==> config.mk <==
export PLATFORM = sky130hd
export DESIGN_NAME = smps_top
export DESIGN_NICKNAME = d
export VERILOG_FILES = /design/src/hw/smps_pkg.sv /design/src/hw/smps_top.sv
export SDC_FILE = /design/constraint.sdc
export NUM_CORES = 1
export LEC_CHECK = 0
export ABC_AREA = 1
export BUFFER_PORTS_ARGS = -buffer_cell sky130_fd_sc_hd__buf_2
export CAP_MARGIN = 20
export CORE_MARGIN = 1.5
export CORE_UTILIZATION = 43
export DETAILED_ROUTE_END_ITERATION = 8
export PLACE_DENSITY = 0.83
export SYNTH_ARGS = -nofsm -noshare
export SYNTH_HDL_FRONTEND = slang
export SYNTH_SLANG_ARGS = --single-unit
==> constraint.sdc <==
create_clock -name clk_sys_i -period 1.3 [get_ports clk_sys_i]
set_input_delay 0.065 -clock clk_sys_i [delete_from_list [all_inputs] [get_ports clk_sys_i]]
set_output_delay 0.065 -clock clk_sys_i [all_outputs]
set_load 0.005 [all_outputs]
==> src/hw/smps_pkg.sv <==
package smps_pkg;

   // ==========================================================
   // Internal I/O map, low byte only
   // ==========================================================
   localparam logic [7:0] SMPS_ADDR_WAIT_CONFIG  = 8'h1b;
   localparam logic [7:0] SMPS_ADDR_IRQ_ROUTING  = 8'h1c;
   localparam logic [7:0] SMPS_ADDR_PIN_SELECT_B = 8'h1d;
   localparam logic [7:0] SMPS_ADDR_PIN_SELECT_C = 8'h1e;
   localparam logic [7:0] SMPS_ADDR_PIN_SELECT_D = 8'h1f;

   // ==========================================================
   // Reset values: slowest waits, switchable shared inputs (IRQ 0/1/2/5, NMI, DMA B, CTS/DSR) disconnected
   // ==========================================================
   localparam logic [7:0] SMPS_RST_WAIT_CONFIG  = 8'hc0;
   localparam logic [7:0] SMPS_RST_IRQ_ROUTING  = 8'h00;
   localparam logic [7:0] SMPS_RST_PIN_SELECT_B = 8'h02;
   localparam logic [7:0] SMPS_RST_PIN_SELECT_C = 8'h00;
   localparam logic [7:0] SMPS_RST_PIN_SELECT_D = 8'h00;

   // ==========================================================
   // Field positions
   // ==========================================================
   localparam int SMPS_WC_MEM_LO  = 4;
   localparam int SMPS_WC_MEM_HI  = 5;
   localparam int SMPS_WC_IO_LO   = 6;
   localparam int SMPS_WC_IO_HI   = 7;
   localparam int SMPS_IR_INV_LO  = 0;
   localparam int SMPS_IR_INV_HI  = 3;
   localparam int SMPS_IR_EN0     = 4;
   localparam int SMPS_IR_EN1     = 5;
   localparam int SMPS_IR_EN2     = 6;
   localparam int SMPS_IR_EN5     = 7;
   localparam int SMPS_PB_DREQ_HI = 1;
   localparam int SMPS_PB_FUNC_LO = 4;
   localparam int SMPS_PB_FUNC_HI = 5;
   localparam int SMPS_PB_PIN5_LO = 6;
   localparam int SMPS_PB_PIN5_HI = 7;
   localparam int SMPS_PC_NMI_LO  = 6;
   localparam int SMPS_PC_NMI_HI  = 7;
   localparam int SMPS_PD_OUT_LO  = 0;
   localparam int SMPS_PD_OUT_HI  = 1;
   localparam int SMPS_PD_TXS     = 2;
   localparam int SMPS_PD_P1_LO   = 3;
   localparam int SMPS_PD_P1_HI   = 7;

   // ==========================================================
   // Wait encodings
   // ==========================================================
   localparam logic [1:0] SMPS_IO_WAIT_FOUR = 2'h3;
   localparam logic [2:0] SMPS_IO_WAIT_BASE = 3'h1;
   localparam logic [1:0] SMPS_NMI_ON       = 2'h2;

   typedef enum logic [1:0] {
      SMPS_MODE_NORMAL = 2'h1,
      SMPS_MODE_DEBUG  = 2'h2
   } smps_mode_t;

endpackage : smps_pkg

==> src/hw/smps_top.sv <==
`timescale 1ns/1ns
// Behaviour
// - Operating mode comes from boot-mode pin alone; control registers set waits and pins.
// - Boot-mode pin high selects debug boot mode, else normal mode.
// - Five system control registers, first at I/O address 1BH.
// - Wait D5:D4: 0X one/one, 10 one/zero, 11 zero/zero; DRAM excluded.
// - Wait D7:D6 give one to four I/O waits, three to six clocks.
// - Four I/O waits delays I/O strobe leading edge by half clock.
// - Pin 5 always output; function chosen by third register field.
// - Four input pins feed port-0 bit and timer gate; two feed UART clocks.
// - Three fixed output pins take functions from fifth register fields.
// - Serial receive pins follow port direction; port outputs feed receivers.
// - Handshake pins feed UART inputs only when third register D5:D4 is 1X.
// - Port3 bit3 output with fifth D2 set drives and reads serial transmit.
// - Three pins forced output unless used as ports; then direction register.
// - Port2 bit7 feeds NMI when fourth D7:D6 is 10; D7 clear disconnects.
// - Second register D7/D5 and D6/D4 connect IRQ 5/1 and 2/0 to pins.
// - Second register D3:D0 chooses direct or inverted IRQ pin levels.
// - Port-1 pins forced output when reassigned, except serial clock pin.
// - Serial clock pin as input feeds port1 bit0 and serial clock input.
// - Register decode uses the low eight address bits only.
module smps_top
   import smps_pkg::*;
(
   // Clock and reset
   input  wire logic       clk_sys_i,
   input  wire logic       rst_n_i,
   // Boot mode strap
   input  wire logic       boot_mode_pin_i,
   // Internal I/O bus
   input  wire logic [15:0] io_addr_i,
   input  wire logic [7:0] io_wdata_i,
   input  wire logic       io_wr_i,
   input  wire logic       io_rd_i,
   output logic      [7:0] io_rdata_o,
   output logic            io_hit_o,
   // Mode and timing
   output logic            debug_boot_o,
   output logic      [1:0] mem_wait_lo_o,
   output logic      [1:0] mem_wait_hi_o,
   output logic      [2:0] io_wait_o,
   output logic            io_strobe_half_delay_o,
   // Function selects for fixed outputs
   output logic      [1:0] pin5_func_o,
   output logic      [1:0] out_pins_func_o,
   // Fixed input pins 12,13,17,18 (port0 bits 7..4)
   input  wire logic [3:0] fixed_in_pins_i,
   output logic      [3:0] port0_in_hi_o,
   output logic      [3:0] timer_gate_o,
   output logic            uart_clock_in_a_o,
   output logic            uart_clock_in_b_o,
   // Port 3 bits 7..3
   input  wire logic [7:3] port3_pin_i,
   input  wire logic [7:3] port3_out_i,
   input  wire logic [7:3] port3_dir_i,
   input  wire logic       csio_tx_b_i,
   output logic      [7:3] port3_pin_o,
   output logic      [7:3] port3_oe_o,
   output logic      [7:3] port3_in_o,
   output logic            csio_rx_b_o,
   output logic            uart_rx_b_o,
   output logic            uart_clear_to_send_b_o,
   output logic            uart_set_ready_b_o,
   // Port 2 (pins 77,80,81 on bits 2..0 of the forced group)
   input  wire logic [7:0] port2_pin_i,
   input  wire logic [7:0] port2_out_i,
   input  wire logic [7:0] port2_dir_i,
   input  wire logic [2:0] port2_func_out_i,
   output logic      [7:0] port2_pin_o,
   output logic      [7:0] port2_oe_o,
   output logic      [7:0] port2_in_o,
   output logic            nmi_in_o,
   output logic            ext_bus_ack_in_o,
   output logic            dma_request_a_o,
   output logic            dma_request_b_o,
   output logic            irq_line_0_o,
   output logic            irq_line_1_o,
   output logic            irq_line_2_o,
   output logic            irq_line_5_o,
   output logic            irq_line_14_o,
   output logic            irq_line_15_o,
   // Port 1
   input  wire logic [7:0] port1_pin_i,
   input  wire logic [7:0] port1_out_i,
   input  wire logic [7:0] port1_dir_i,
   input  wire logic [7:1] port1_func_out_i,
   input  wire logic       csio_clock_b_out_i,
   input  wire logic       csio_clock_b_oe_i,
   output logic      [7:0] port1_pin_o,
   output logic      [7:0] port1_oe_o,
   output logic      [7:0] port1_in_o,
   output logic            csio_clock_b_o
);

   // =============================================================
   // Register file
   // =============================================================
   logic [7:0] wait_config_q, wait_config_d;
   logic [7:0] irq_routing_q, irq_routing_d;
   logic [7:0] pin_sel_b_q,   pin_sel_b_d;
   logic [7:0] pin_sel_c_q,   pin_sel_c_d;
   logic [7:0] pin_sel_d_q,   pin_sel_d_d;
   logic [7:0] rdata_q,       rdata_d;
   logic       hit_q,         hit_d;

   // Low byte decode; upper address byte is ignored
   function automatic logic sel(input logic [15:0] a,
                                input logic [7:0]  o);
      sel = (a[7:0] == o);
   endfunction : sel

   // Next-state for registers and read data
   always_comb begin
      wait_config_d = wait_config_q;
      irq_routing_d = irq_routing_q;
      pin_sel_b_d   = pin_sel_b_q;
      pin_sel_c_d   = pin_sel_c_q;
      pin_sel_d_d   = pin_sel_d_q;
      rdata_d       = 8'h00;
      hit_d         = 1'b0;
      if (io_wr_i) begin
         if (sel(io_addr_i, SMPS_ADDR_WAIT_CONFIG)) begin
            wait_config_d = io_wdata_i;
         end
         if (sel(io_addr_i, SMPS_ADDR_IRQ_ROUTING)) begin
            irq_routing_d = io_wdata_i;
         end
         if (sel(io_addr_i, SMPS_ADDR_PIN_SELECT_B)) begin
            pin_sel_b_d = io_wdata_i;
         end
         if (sel(io_addr_i, SMPS_ADDR_PIN_SELECT_C)) begin
            pin_sel_c_d = io_wdata_i;
         end
         if (sel(io_addr_i, SMPS_ADDR_PIN_SELECT_D)) begin
            pin_sel_d_d = io_wdata_i;
         end
      end
      // Read beside a write returns the old value
      if (io_rd_i) begin
         hit_d = 1'b1;
         case (io_addr_i[7:0])
            SMPS_ADDR_WAIT_CONFIG:  rdata_d = wait_config_q;
            SMPS_ADDR_IRQ_ROUTING:  rdata_d = irq_routing_q;
            SMPS_ADDR_PIN_SELECT_B: rdata_d = pin_sel_b_q;
            SMPS_ADDR_PIN_SELECT_C: rdata_d = pin_sel_c_q;
            SMPS_ADDR_PIN_SELECT_D: rdata_d = pin_sel_d_q;
            default:                hit_d   = 1'b0;
         endcase
      end
   end

   // Registers; defaults keep waits slowest after reset
   always_ff @(posedge clk_sys_i or negedge rst_n_i) begin
      if (!rst_n_i) begin
         wait_config_q <= SMPS_RST_WAIT_CONFIG;
         irq_routing_q <= SMPS_RST_IRQ_ROUTING;
         pin_sel_b_q   <= SMPS_RST_PIN_SELECT_B;
         pin_sel_c_q   <= SMPS_RST_PIN_SELECT_C;
         pin_sel_d_q   <= SMPS_RST_PIN_SELECT_D;
         rdata_q       <= 8'h00;
         hit_q         <= 1'b0;
      end else begin
         wait_config_q <= wait_config_d;
         irq_routing_q <= irq_routing_d;
         pin_sel_b_q   <= pin_sel_b_d;
         pin_sel_c_q   <= pin_sel_c_d;
         pin_sel_d_q   <= pin_sel_d_d;
         rdata_q       <= rdata_d;
         hit_q         <= hit_d;
      end
   end

   assign io_rdata_o = rdata_q;
   assign io_hit_o   = hit_q;

   // =============================================================
   // Operating mode and wait decode
   // =============================================================
   smps_mode_t mode_d;
   logic       debug_q, debug_d;
   logic [1:0] mem_lo_q, mem_lo_d, mem_hi_q, mem_hi_d;
   logic [2:0] io_wait_q, io_wait_d;
   logic       half_q, half_d;
   logic [1:0] pin5_q, pin5_d, outf_q, outf_d;
   logic [1:0] mf, iof;

   // Strap is sampled by the clock; reset loads normal mode (debug clear)
   always_comb begin
      mode_d = boot_mode_pin_i ? SMPS_MODE_DEBUG
                               : SMPS_MODE_NORMAL;
      case (mode_d)
         SMPS_MODE_NORMAL: debug_d = 1'b0;
         SMPS_MODE_DEBUG:  debug_d = 1'b1;
         default:          debug_d = 1'b0;
      endcase
      mf  = wait_config_q[SMPS_WC_MEM_HI:SMPS_WC_MEM_LO];
      iof = wait_config_q[SMPS_WC_IO_HI:SMPS_WC_IO_LO];
      // Low region waits one unless bits 5 and 4 both set, high unless bit 5 set; DRAM uses its own count
      mem_lo_d = {1'b0, ~(mf[1] & mf[0])};
      mem_hi_d = {1'b0, ~mf[1]};
      // Bus unit makes the half-clock shift; flag only
      io_wait_d = SMPS_IO_WAIT_BASE + {1'b0, iof};
      half_d    = (iof == SMPS_IO_WAIT_FOUR);
      pin5_d = pin_sel_b_q[SMPS_PB_PIN5_HI:SMPS_PB_PIN5_LO];
      outf_d = pin_sel_d_q[SMPS_PD_OUT_HI:SMPS_PD_OUT_LO];
   end

   always_ff @(posedge clk_sys_i or negedge rst_n_i) begin
      if (!rst_n_i) begin
         debug_q   <= 1'b0;
         mem_lo_q  <= 2'h1;
         mem_hi_q  <= 2'h1;
         io_wait_q <= 3'h4;
         half_q    <= 1'b1;
         pin5_q    <= 2'h0;
         outf_q    <= 2'h0;
      end else begin
         debug_q   <= debug_d;
         mem_lo_q  <= mem_lo_d;
         mem_hi_q  <= mem_hi_d;
         io_wait_q <= io_wait_d;
         half_q    <= half_d;
         pin5_q    <= pin5_d;
         outf_q    <= outf_d;
      end
   end

   assign debug_boot_o           = debug_q;
   assign mem_wait_lo_o          = mem_lo_q;
   assign mem_wait_hi_o          = mem_hi_q;
   assign io_wait_o              = io_wait_q;
   assign io_strobe_half_delay_o = half_q;
   assign pin5_func_o            = pin5_q;
   assign out_pins_func_o        = outf_q;

   // =============================================================
   // Shared pin routing
   // =============================================================
   logic [7:0] p1_pin_d, p1_oe_d, p1_in_d, p2_pin_d, p2_oe_d, p2_in_d;
   logic [7:3] p3_pin_d, p3_oe_d, p3_in_d;
   logic [3:0] ir_lvl;
   logic       func_en, txs_en, nmi_en;
   logic [24:0] rt_d, rt_q;
   logic [7:0]  p1_pin_q, p1_oe_q, p1_in_q;
   logic [7:0]  p2_pin_q, p2_oe_q, p2_in_q;
   logic [14:0] p3_q;

   // Effective pin level: own output when driving, else the pad
   always_comb begin
      func_en = pin_sel_b_q[SMPS_PB_FUNC_HI];
      txs_en  = pin_sel_d_q[SMPS_PD_TXS];
      nmi_en  = (pin_sel_c_q[SMPS_PC_NMI_HI:SMPS_PC_NMI_LO] == SMPS_NMI_ON);
      // Port 3: direction register only; TXS replaces bit 3 output
      p3_oe_d  = port3_dir_i;
      p3_pin_d = port3_out_i;
      if (txs_en) begin
         p3_pin_d[3] = csio_tx_b_i;
      end
      // Port read of an output returns its driven level
      p3_in_d = (p3_oe_d & p3_pin_d) | (~p3_oe_d & port3_pin_i);
      // Port 2: pins 77,80,81 forced output when used as functions
      p2_oe_d  = port2_dir_i;
      p2_pin_d = port2_out_i;
      if (func_en) begin
         p2_oe_d[2:0]  = 3'h7;
         p2_pin_d[2:0] = port2_func_out_i;
      end
      p2_in_d = (p2_oe_d & p2_pin_d) | (~p2_oe_d & port2_pin_i);
      // Polarity first, so a disabled request reads low
      ir_lvl = {p2_in_d[1], p2_in_d[1], p2_in_d[0], p2_in_d[0]}
               ^ irq_routing_q[SMPS_IR_INV_HI:SMPS_IR_INV_LO];
      // Port 1: reassigned pins forced output; bit 0 owned by serial clock
      p1_oe_d  = port1_dir_i;
      p1_pin_d = port1_out_i;
      // Five selects for seven bits: 1 with 6, 2 with 7
      for (int i = 1; i < 8; i++) begin
         if (pin_sel_d_q[SMPS_PD_P1_LO + ((i - 1) % 5)]) begin
            p1_oe_d[i]  = 1'b1;
            p1_pin_d[i] = port1_func_out_i[i];
         end
      end
      p1_oe_d[0]  = csio_clock_b_oe_i;
      p1_pin_d[0] = csio_clock_b_out_i;
      p1_in_d = (p1_oe_d & p1_pin_d) | (~p1_oe_d & port1_pin_i);
      // One register stage: pins lag their pads a clock
      rt_d = {
         fixed_in_pins_i,
         fixed_in_pins_i,
         fixed_in_pins_i[1], fixed_in_pins_i[0],
         p3_in_d[7], p3_in_d[6],
         func_en & p3_in_d[5], func_en & p3_in_d[4],
         nmi_en & p2_in_d[7],
         p2_in_d[6], p2_in_d[4],
         ~pin_sel_b_q[SMPS_PB_DREQ_HI] & p2_in_d[5],
         irq_routing_q[SMPS_IR_EN0] & ir_lvl[0],
         irq_routing_q[SMPS_IR_EN1] & ir_lvl[2],
         irq_routing_q[SMPS_IR_EN2] & ir_lvl[1],
         irq_routing_q[SMPS_IR_EN5] & ir_lvl[3],
         p2_in_d[2], p2_in_d[3],
         p1_in_d[0]};
   end

   always_ff @(posedge clk_sys_i or negedge rst_n_i) begin
      if (!rst_n_i) begin
         rt_q     <= '0;
         p1_pin_q <= 8'h00;
         p1_oe_q  <= 8'h00;
         p1_in_q  <= 8'h00;
         p2_pin_q <= 8'h00;
         p2_oe_q  <= 8'h00;
         p2_in_q  <= 8'h00;
         p3_q     <= '0;
      end else begin
         rt_q     <= rt_d;
         p1_pin_q <= p1_pin_d;
         p1_oe_q  <= p1_oe_d;
         p1_in_q  <= p1_in_d;
         p2_pin_q <= p2_pin_d;
         p2_oe_q  <= p2_oe_d;
         p2_in_q  <= p2_in_d;
         p3_q     <= {p3_pin_d, p3_oe_d, p3_in_d};
      end
   end

   // Output unpacking; every signal leaves from a flip-flop
   assign {port0_in_hi_o, timer_gate_o,
           uart_clock_in_b_o, uart_clock_in_a_o,
           csio_rx_b_o, uart_rx_b_o,
           uart_clear_to_send_b_o, uart_set_ready_b_o,
           nmi_in_o, ext_bus_ack_in_o, dma_request_a_o, dma_request_b_o,
           irq_line_0_o, irq_line_1_o, irq_line_2_o, irq_line_5_o,
           irq_line_14_o, irq_line_15_o, csio_clock_b_o} = rt_q;
   assign port1_pin_o = p1_pin_q;
   assign port1_oe_o  = p1_oe_q;
   assign port1_in_o  = p1_in_q;
   assign port2_pin_o = p2_pin_q;
   assign port2_oe_o  = p2_oe_q;
   assign port2_in_o  = p2_in_q;
   assign {port3_pin_o, port3_oe_o, port3_in_o} = p3_q;

endmodule : smps_top

# Word level (Yosys, flattened, before mapping)
# Cells that the tools add are included.
[classes] n_addsub=1 eq_ne=8 muxes=23 bitwise=25 n_reduce_logical=6
[ops] cell="8-bit by 5-bit equality test with 1-bit output, second input constant" count=5
[ops] cell="8-bit one-hot mux with 5 select lines" count=1
[ops] cell="8-bit AND" count=4
[ops] cell="1-bit two-way mux" count=18
[ops] cell="8-bit inverter" count=2
[ops] cell="8-bit bitwise OR" count=2
[ops] cell="5-bit AND" count=2
[ops] cell="2-bit AND reduction" count=5
[ops] cell="1-bit AND" count=9
[ops] cell="8-bit two-way mux" count=1
[ops] cell="2-bit equality test, second input constant" count=3
[ops] cell="3-bit two-way mux" count=2
[ops] cell="5-bit inverter" count=1
[ops] cell="5-bit bitwise OR" count=1
[ops] cell="5-bit OR reduction" count=1
[ops] cell="4-bit XOR" count=1
[ops] cell="1-bit by 2-bit adder with 3-bit output, first input constant" count=1
[ops] cell="1-bit inverter" count=3
[ops] cell="2-bit two-way mux" count=1
[word_totals] ff_bits=148 inputBits=109 out_inout_bits=110

# Logic depth before layout (Yosys ltp)
[logic_depth] ltp_word=6 ltp_mapped=8 ltp_nobuf=8

# Least setup slack after synthesis
# OpenSTA, ideal clock, no wires.
[synth_timing] path_type="reg-to-reg" startpoint="register pin_sel_b_q[5]" endpoint="register rt_q[3]" setup_ns=0.117 arrival_time_ns=1.125 required_ns=1.183 setup_slack_ns=0.058 path_stages_with_launch=6 n_path_buf=0 path_cell_list="dfrtp_1 or2_2 o21ai_1 nand2_1 nand2_1 nor2_1"
[synth_via] elab_chain_cells=6
[synth_lines] item="start: declaration" line_no="smps_top.sv:100" rtl="logic [7:0] pin_sel_b_q, pin_sel_b_d;"
[synth_lines] item="start signal: assignment" line_no="smps_top.sv:165" rtl="pin_sel_b_q <= pin_sel_b_d;"
[synth_lines] item="3-bit two-way mux (*)" line_no="smps_top.sv:264" rtl="if (func_en) begin"
[synth_lines] item="named net p2_oe_d[1]" line_no="smps_top.sv:239" rtl="logic [7:0] p1_pin_d, p1_oe_d, p1_in_d, p2_pin_d, p2_oe_d, p2_in_d;"
[synth_lines] item="8-bit inverter" line_no="smps_top.sv:268" rtl="p2_in_d = (p2_oe_d & p2_pin_d) | (~p2_oe_d & port2_pin_i);"
[synth_lines] item="8-bit AND" line_no="smps_top.sv:268"
[synth_lines] item="8-bit bitwise OR (*)" line_no="smps_top.sv:268"
[synth_lines] item="named net p2_in_d[1]" line_no="smps_top.sv:239"
[synth_lines] item="4-bit XOR (*)" line_no="smps_top.sv:271" rtl="^ irq_routing_q[SMPS_IR_INV_HI:SMPS_IR_INV_LO];"
[synth_lines] item="1-bit AND (*)" line_no="smps_top.sv:298" rtl="irq_routing_q[SMPS_IR_EN5] & ir_lvl[3],"
[synth_lines] item="named net rt_d[3]" line_no="smps_top.sv:243" rtl="logic [24:0] rt_d, rt_q;"
[synth_lines] item="end signal: assignment" line_no="smps_top.sv:314" rtl="rt_q <= rt_d;"
[synth_lines] item="end: declaration" line_no="smps_top.sv:243"
# The timed path passes the listed nets; every way through them passes the cells marked *.
# A chain may end at the register's enable or synchronous reset.

# Worst setup path after layout
# Ends and elaborated chain as after synthesis.

==> impl_metrics.py <==
metrics = {
    "timing": {
        "clock_skew_ns": 0.00494,
        "setup_viol": 0,
        "finalMaxSlewViolations": 0,
        "tightestPinTransition_ns": 0.631,
        "max_freq_mhz": 813,
        "min_period_over_period": 0.947,
        "final-hold-violation-count": 0,
        "fin_crit_ns": 1.23,
        "slew_headroom": 0.578,
    },
    "pwr": {
        "p_total_w": 0.0102,
        "power_leakage_nw": 4.03,
        "combPwrFrac": 0.112,
        "ir_worst_vdd_mv": 0.781,
        "power_density_mw_per_mm2": 1290,
        "clkPwrFrac": 0.437,
        "p_switching_w": 0.00235,
        "seqPwrFrac": 0.450,
        "p_int_w": 0.00785,
        "switching_share": 0.230,
    },
    "global_route": {
        "grt_overflow": 0,
        "grt_use_total": 0.249,
        "grt_pass1_wl_um": 24100,
        "antenna_found_initial": 0,
        "grt_max_degree": 34,
        "first_global_vias": 4882,
    },
    "placed_design": {
        "port_buffers": 206,
        "dp_hpwl_um": 9450,
        "placed_cells": 824,
        "routabilityCongestion": 0.835,
    },
    "logic_synthesis": {
        "synth_simple_gate_area_frac": 0.199,
        "yosysWarnings": 0,
        "avgSynthCellArea_um2": 10.7,
        "syn_inst": 480,
        "synth_top_family_by_area": "simple AND/OR/NAND/NOR gates",
        "synth.distinct_cells": 30,
        "synthMuxAreaShare": 0.0152,
        "synth_xor_xnor_area_share": 0,
        "synth-compound-area-share": 0.0579,
        "syn_area_mm2": 0.00512,
        "synth-adder-area-share": 0.00244,
        "ys_seq_area_frac": 0.656,
        "synth_seq_cells": 134,
    },
    "clock_tree": {
        "cts_inserted_buffers": 17,
        "clk_pin_slew_ns": 0.06,
        "htree_levels": 4,
        "cts_sinks": 134,
        "cts_tree": "yes",
        "max-clock-path-buffers": 2,
        "clock_latency_ns": 0.41,
        "root_buffer": "clkbuf_16",
    },
    "floorplanning": {
        "start_util": 0.445,
        "row_count": 39,
        "fp.dieArea_mm2": 0.0126,
        "io_pins": 219,
        "die_width_um": 112,
        "die_h_um": 112,
        "core_mm2": 0.0115,
    },
    "setup_path": {
        "crit_path_start": "pin_sel_b_q[5]",
        "reg2reg_to": "rt_q[3]",
        "reg2reg_depth": 5,
        "reg2reg_from": "pin_sel_b_q[5]",
        "cp-start-kind": "flop",
        "worstSetupPathType": "reg -> reg",
        "endpoint": "rt_q[3]",
        "worstPathArrival_ns": 1.54,
        "r2r_setup_slack_ns": 0.07,
        "worstPathMaxFanout": 5,
        "worst_setup_path_end_kind": "flop",
        "critical_path_required_ns": 1.61,
    },
    "layout": {
        "drive_above_1_share": 0.368,
        "final_cells": 948,
        "layout_commonest_cell": "buf_2",
        "synthToLayoutAreaGrowth_pct": 53.8,
        "final_util": 0.684,
        "diodes": 0,
        "layout_common_cells": "buf_2, dfrtp_1, nand2_1",
        "layout.nets": 903,
    },
    "status": {
        "violations": "DRC",
        "status": "complete, but fails checks",
    },
    "routing": {
        "drt-initial-drc-count": 352,
        "via_per_inst": 4.87,
        "ant_nets": 0,
        "avgRoutedWirePerCell_um": 15.8,
        "wl_um": 15000,
        "dr.pass1.iters": 7,
        "vias": 4615,
        "drcViolationCount": 20,
    },
    "min_path": {
        "min_path_type": "in -> async",
    },
    "job": {
        "drv_cap": 0,
    },
}
cells by family (layout without fill, tap and decap cells):
group / after synthesis / count (layout)
other: 1 / 2
muxes: 7 / 7
AOI/OAI and AO/OA: 54 / 54
DFF: 134 / 134
buffers and inverters: 67 / 391
and+or+nand+nor: 216 / 216
adders and majority gates: 1 / 1
timing repair:
| item | in CTS | in global routing |
|---|---|---|
| endpoints found under the setup margin | 4 | 6 |
| buffers inserted | 0 | 2 |
| gates resized for setup | 2 | 7 |
| hold buffers | 91 | 0 |
| pin swaps | 0 | 2 |
| endpoints found under the hold margin | 236 | 0 |
power by group through the flow:
stage / Combinational [W] / Clock [W] / Sequential [W]
6_report: 0.00114 / 0.00446 / 0.00459
3_3_place_gp: 0.000859 / 0 / 0.00465
2_1_floorplan: 0.000323 / 0 / 0.00465
4_1_cts: 0.00110 / 0.00453 / 0.00459
3_5_place_dp: 0.000876 / 0 / 0.00466
5_1_grt: 0.00126 / 0.00477 / 0.00462
how the worst min path moves through the flow:
| stage | end | slack, ns | cells after the start |
|---|---|---|---|
| global placement | p3_q[6] | -0.03 | 1 |
| CTS | port2_in_o[1] | 0.1 | 2 |
| floorplan | debug_boot_o | -0.23 | 0 |
| global route | p3_q[6] | 0.12 | 2 |
| finish | p3_q[6] | 0.11 | 2 |
| detailed placement | p3_q[6] | -0.03 | 1 |
flip-flops by register name, summed over array words and instances (netlist names):
signal / cells
io_hit_o: 1
port1_pin_o: 8
io_wait_o: 2
port1_oe_o: 8
wait_config_q: 8
pin5_func_o: 2
irq_routing_q: 8
pin_sel_c_q: 8
port2_in_o: 8
debug_boot_o: 1
out_pins_func_o: 2
mem_wait_lo_o: 1
io_rdata_o: 8
port1_in_o: 8
rt_q: 12
mem_wait_hi_o: 1
p3_q: 15
port2_pin_o: 8
io_strobe_half_delay_o: 1
pin_sel_d_q: 8
pin_sel_b_q: 8
port2_oe_o: 8
metal layers:
layer | vias to the layer above | routed length (um) | GRT usage
li1 | 2161 | - | -
met1 | 2192 | 5810 | 0.284
met2 | 215 | 7680 | 0.443
met3 | 47 | 1060 | 0.0707
met4 | 0 | 460 | 0.103
met5 | - | 0 | 0
synth_stat cells (all sizes together):
master | instances | share of area
dfrtp | 128 | 0.63
nor3 | 2 | 0.0064
clkbuf | 3 | 0.0022
a21oi | 3 | 0.0029
nor2 | 41 | 0.039
o21a | 6 | 0.0088
ha | 1 | 0.0024
or2 | 10 | 0.012
a31oi | 9 | 0.011
inv | 42 | 0.031
mux2 | 6 | 0.013
o21ai | 36 | 0.035
nand2 | 113 | 0.085
buf | 22 | 0.035
dfstp | 6 | 0.031
nand4 | 9 | 0.014
conb | 1 | 0.00073
nand3 | 41 | 0.043
mux2i | 1 | 0.0020
layout make-up:
type	count	area (um^2)
timing repair buffer	318	2170
clock inverter	8	73.8
sequential	134	3360
clock buffer	23	488
fill	792	3640
inverter	42	158
multi-input combinational	280	1450
tap	143	179
stage by stage:
stage          setup TNS, ns  hold slack [ns]  area (um^2)  setup WS [ns]
2_1_floorplan              0           -0.231         5120         0.0580
3_3_place_gp               0          -0.0326         6350        0.00455
3_5_place_dp          -0.162          -0.0331         6350        -0.0428
4_1_cts                    0           0.0995         7830         0.0135
5_1_grt             -0.00515            0.123         7870       -0.00515
6_report                   0            0.110         7870         0.0695
critical path, stage by stage, from the launching register on:
cell and delay (ns):
dfrtp_1 0.42, or2_4 0.29, o21ai_4 0.20, nand2_1 0.10, nand2_1 0.07, nor2_1 0.04
Power figures use the tool's default switching activity.
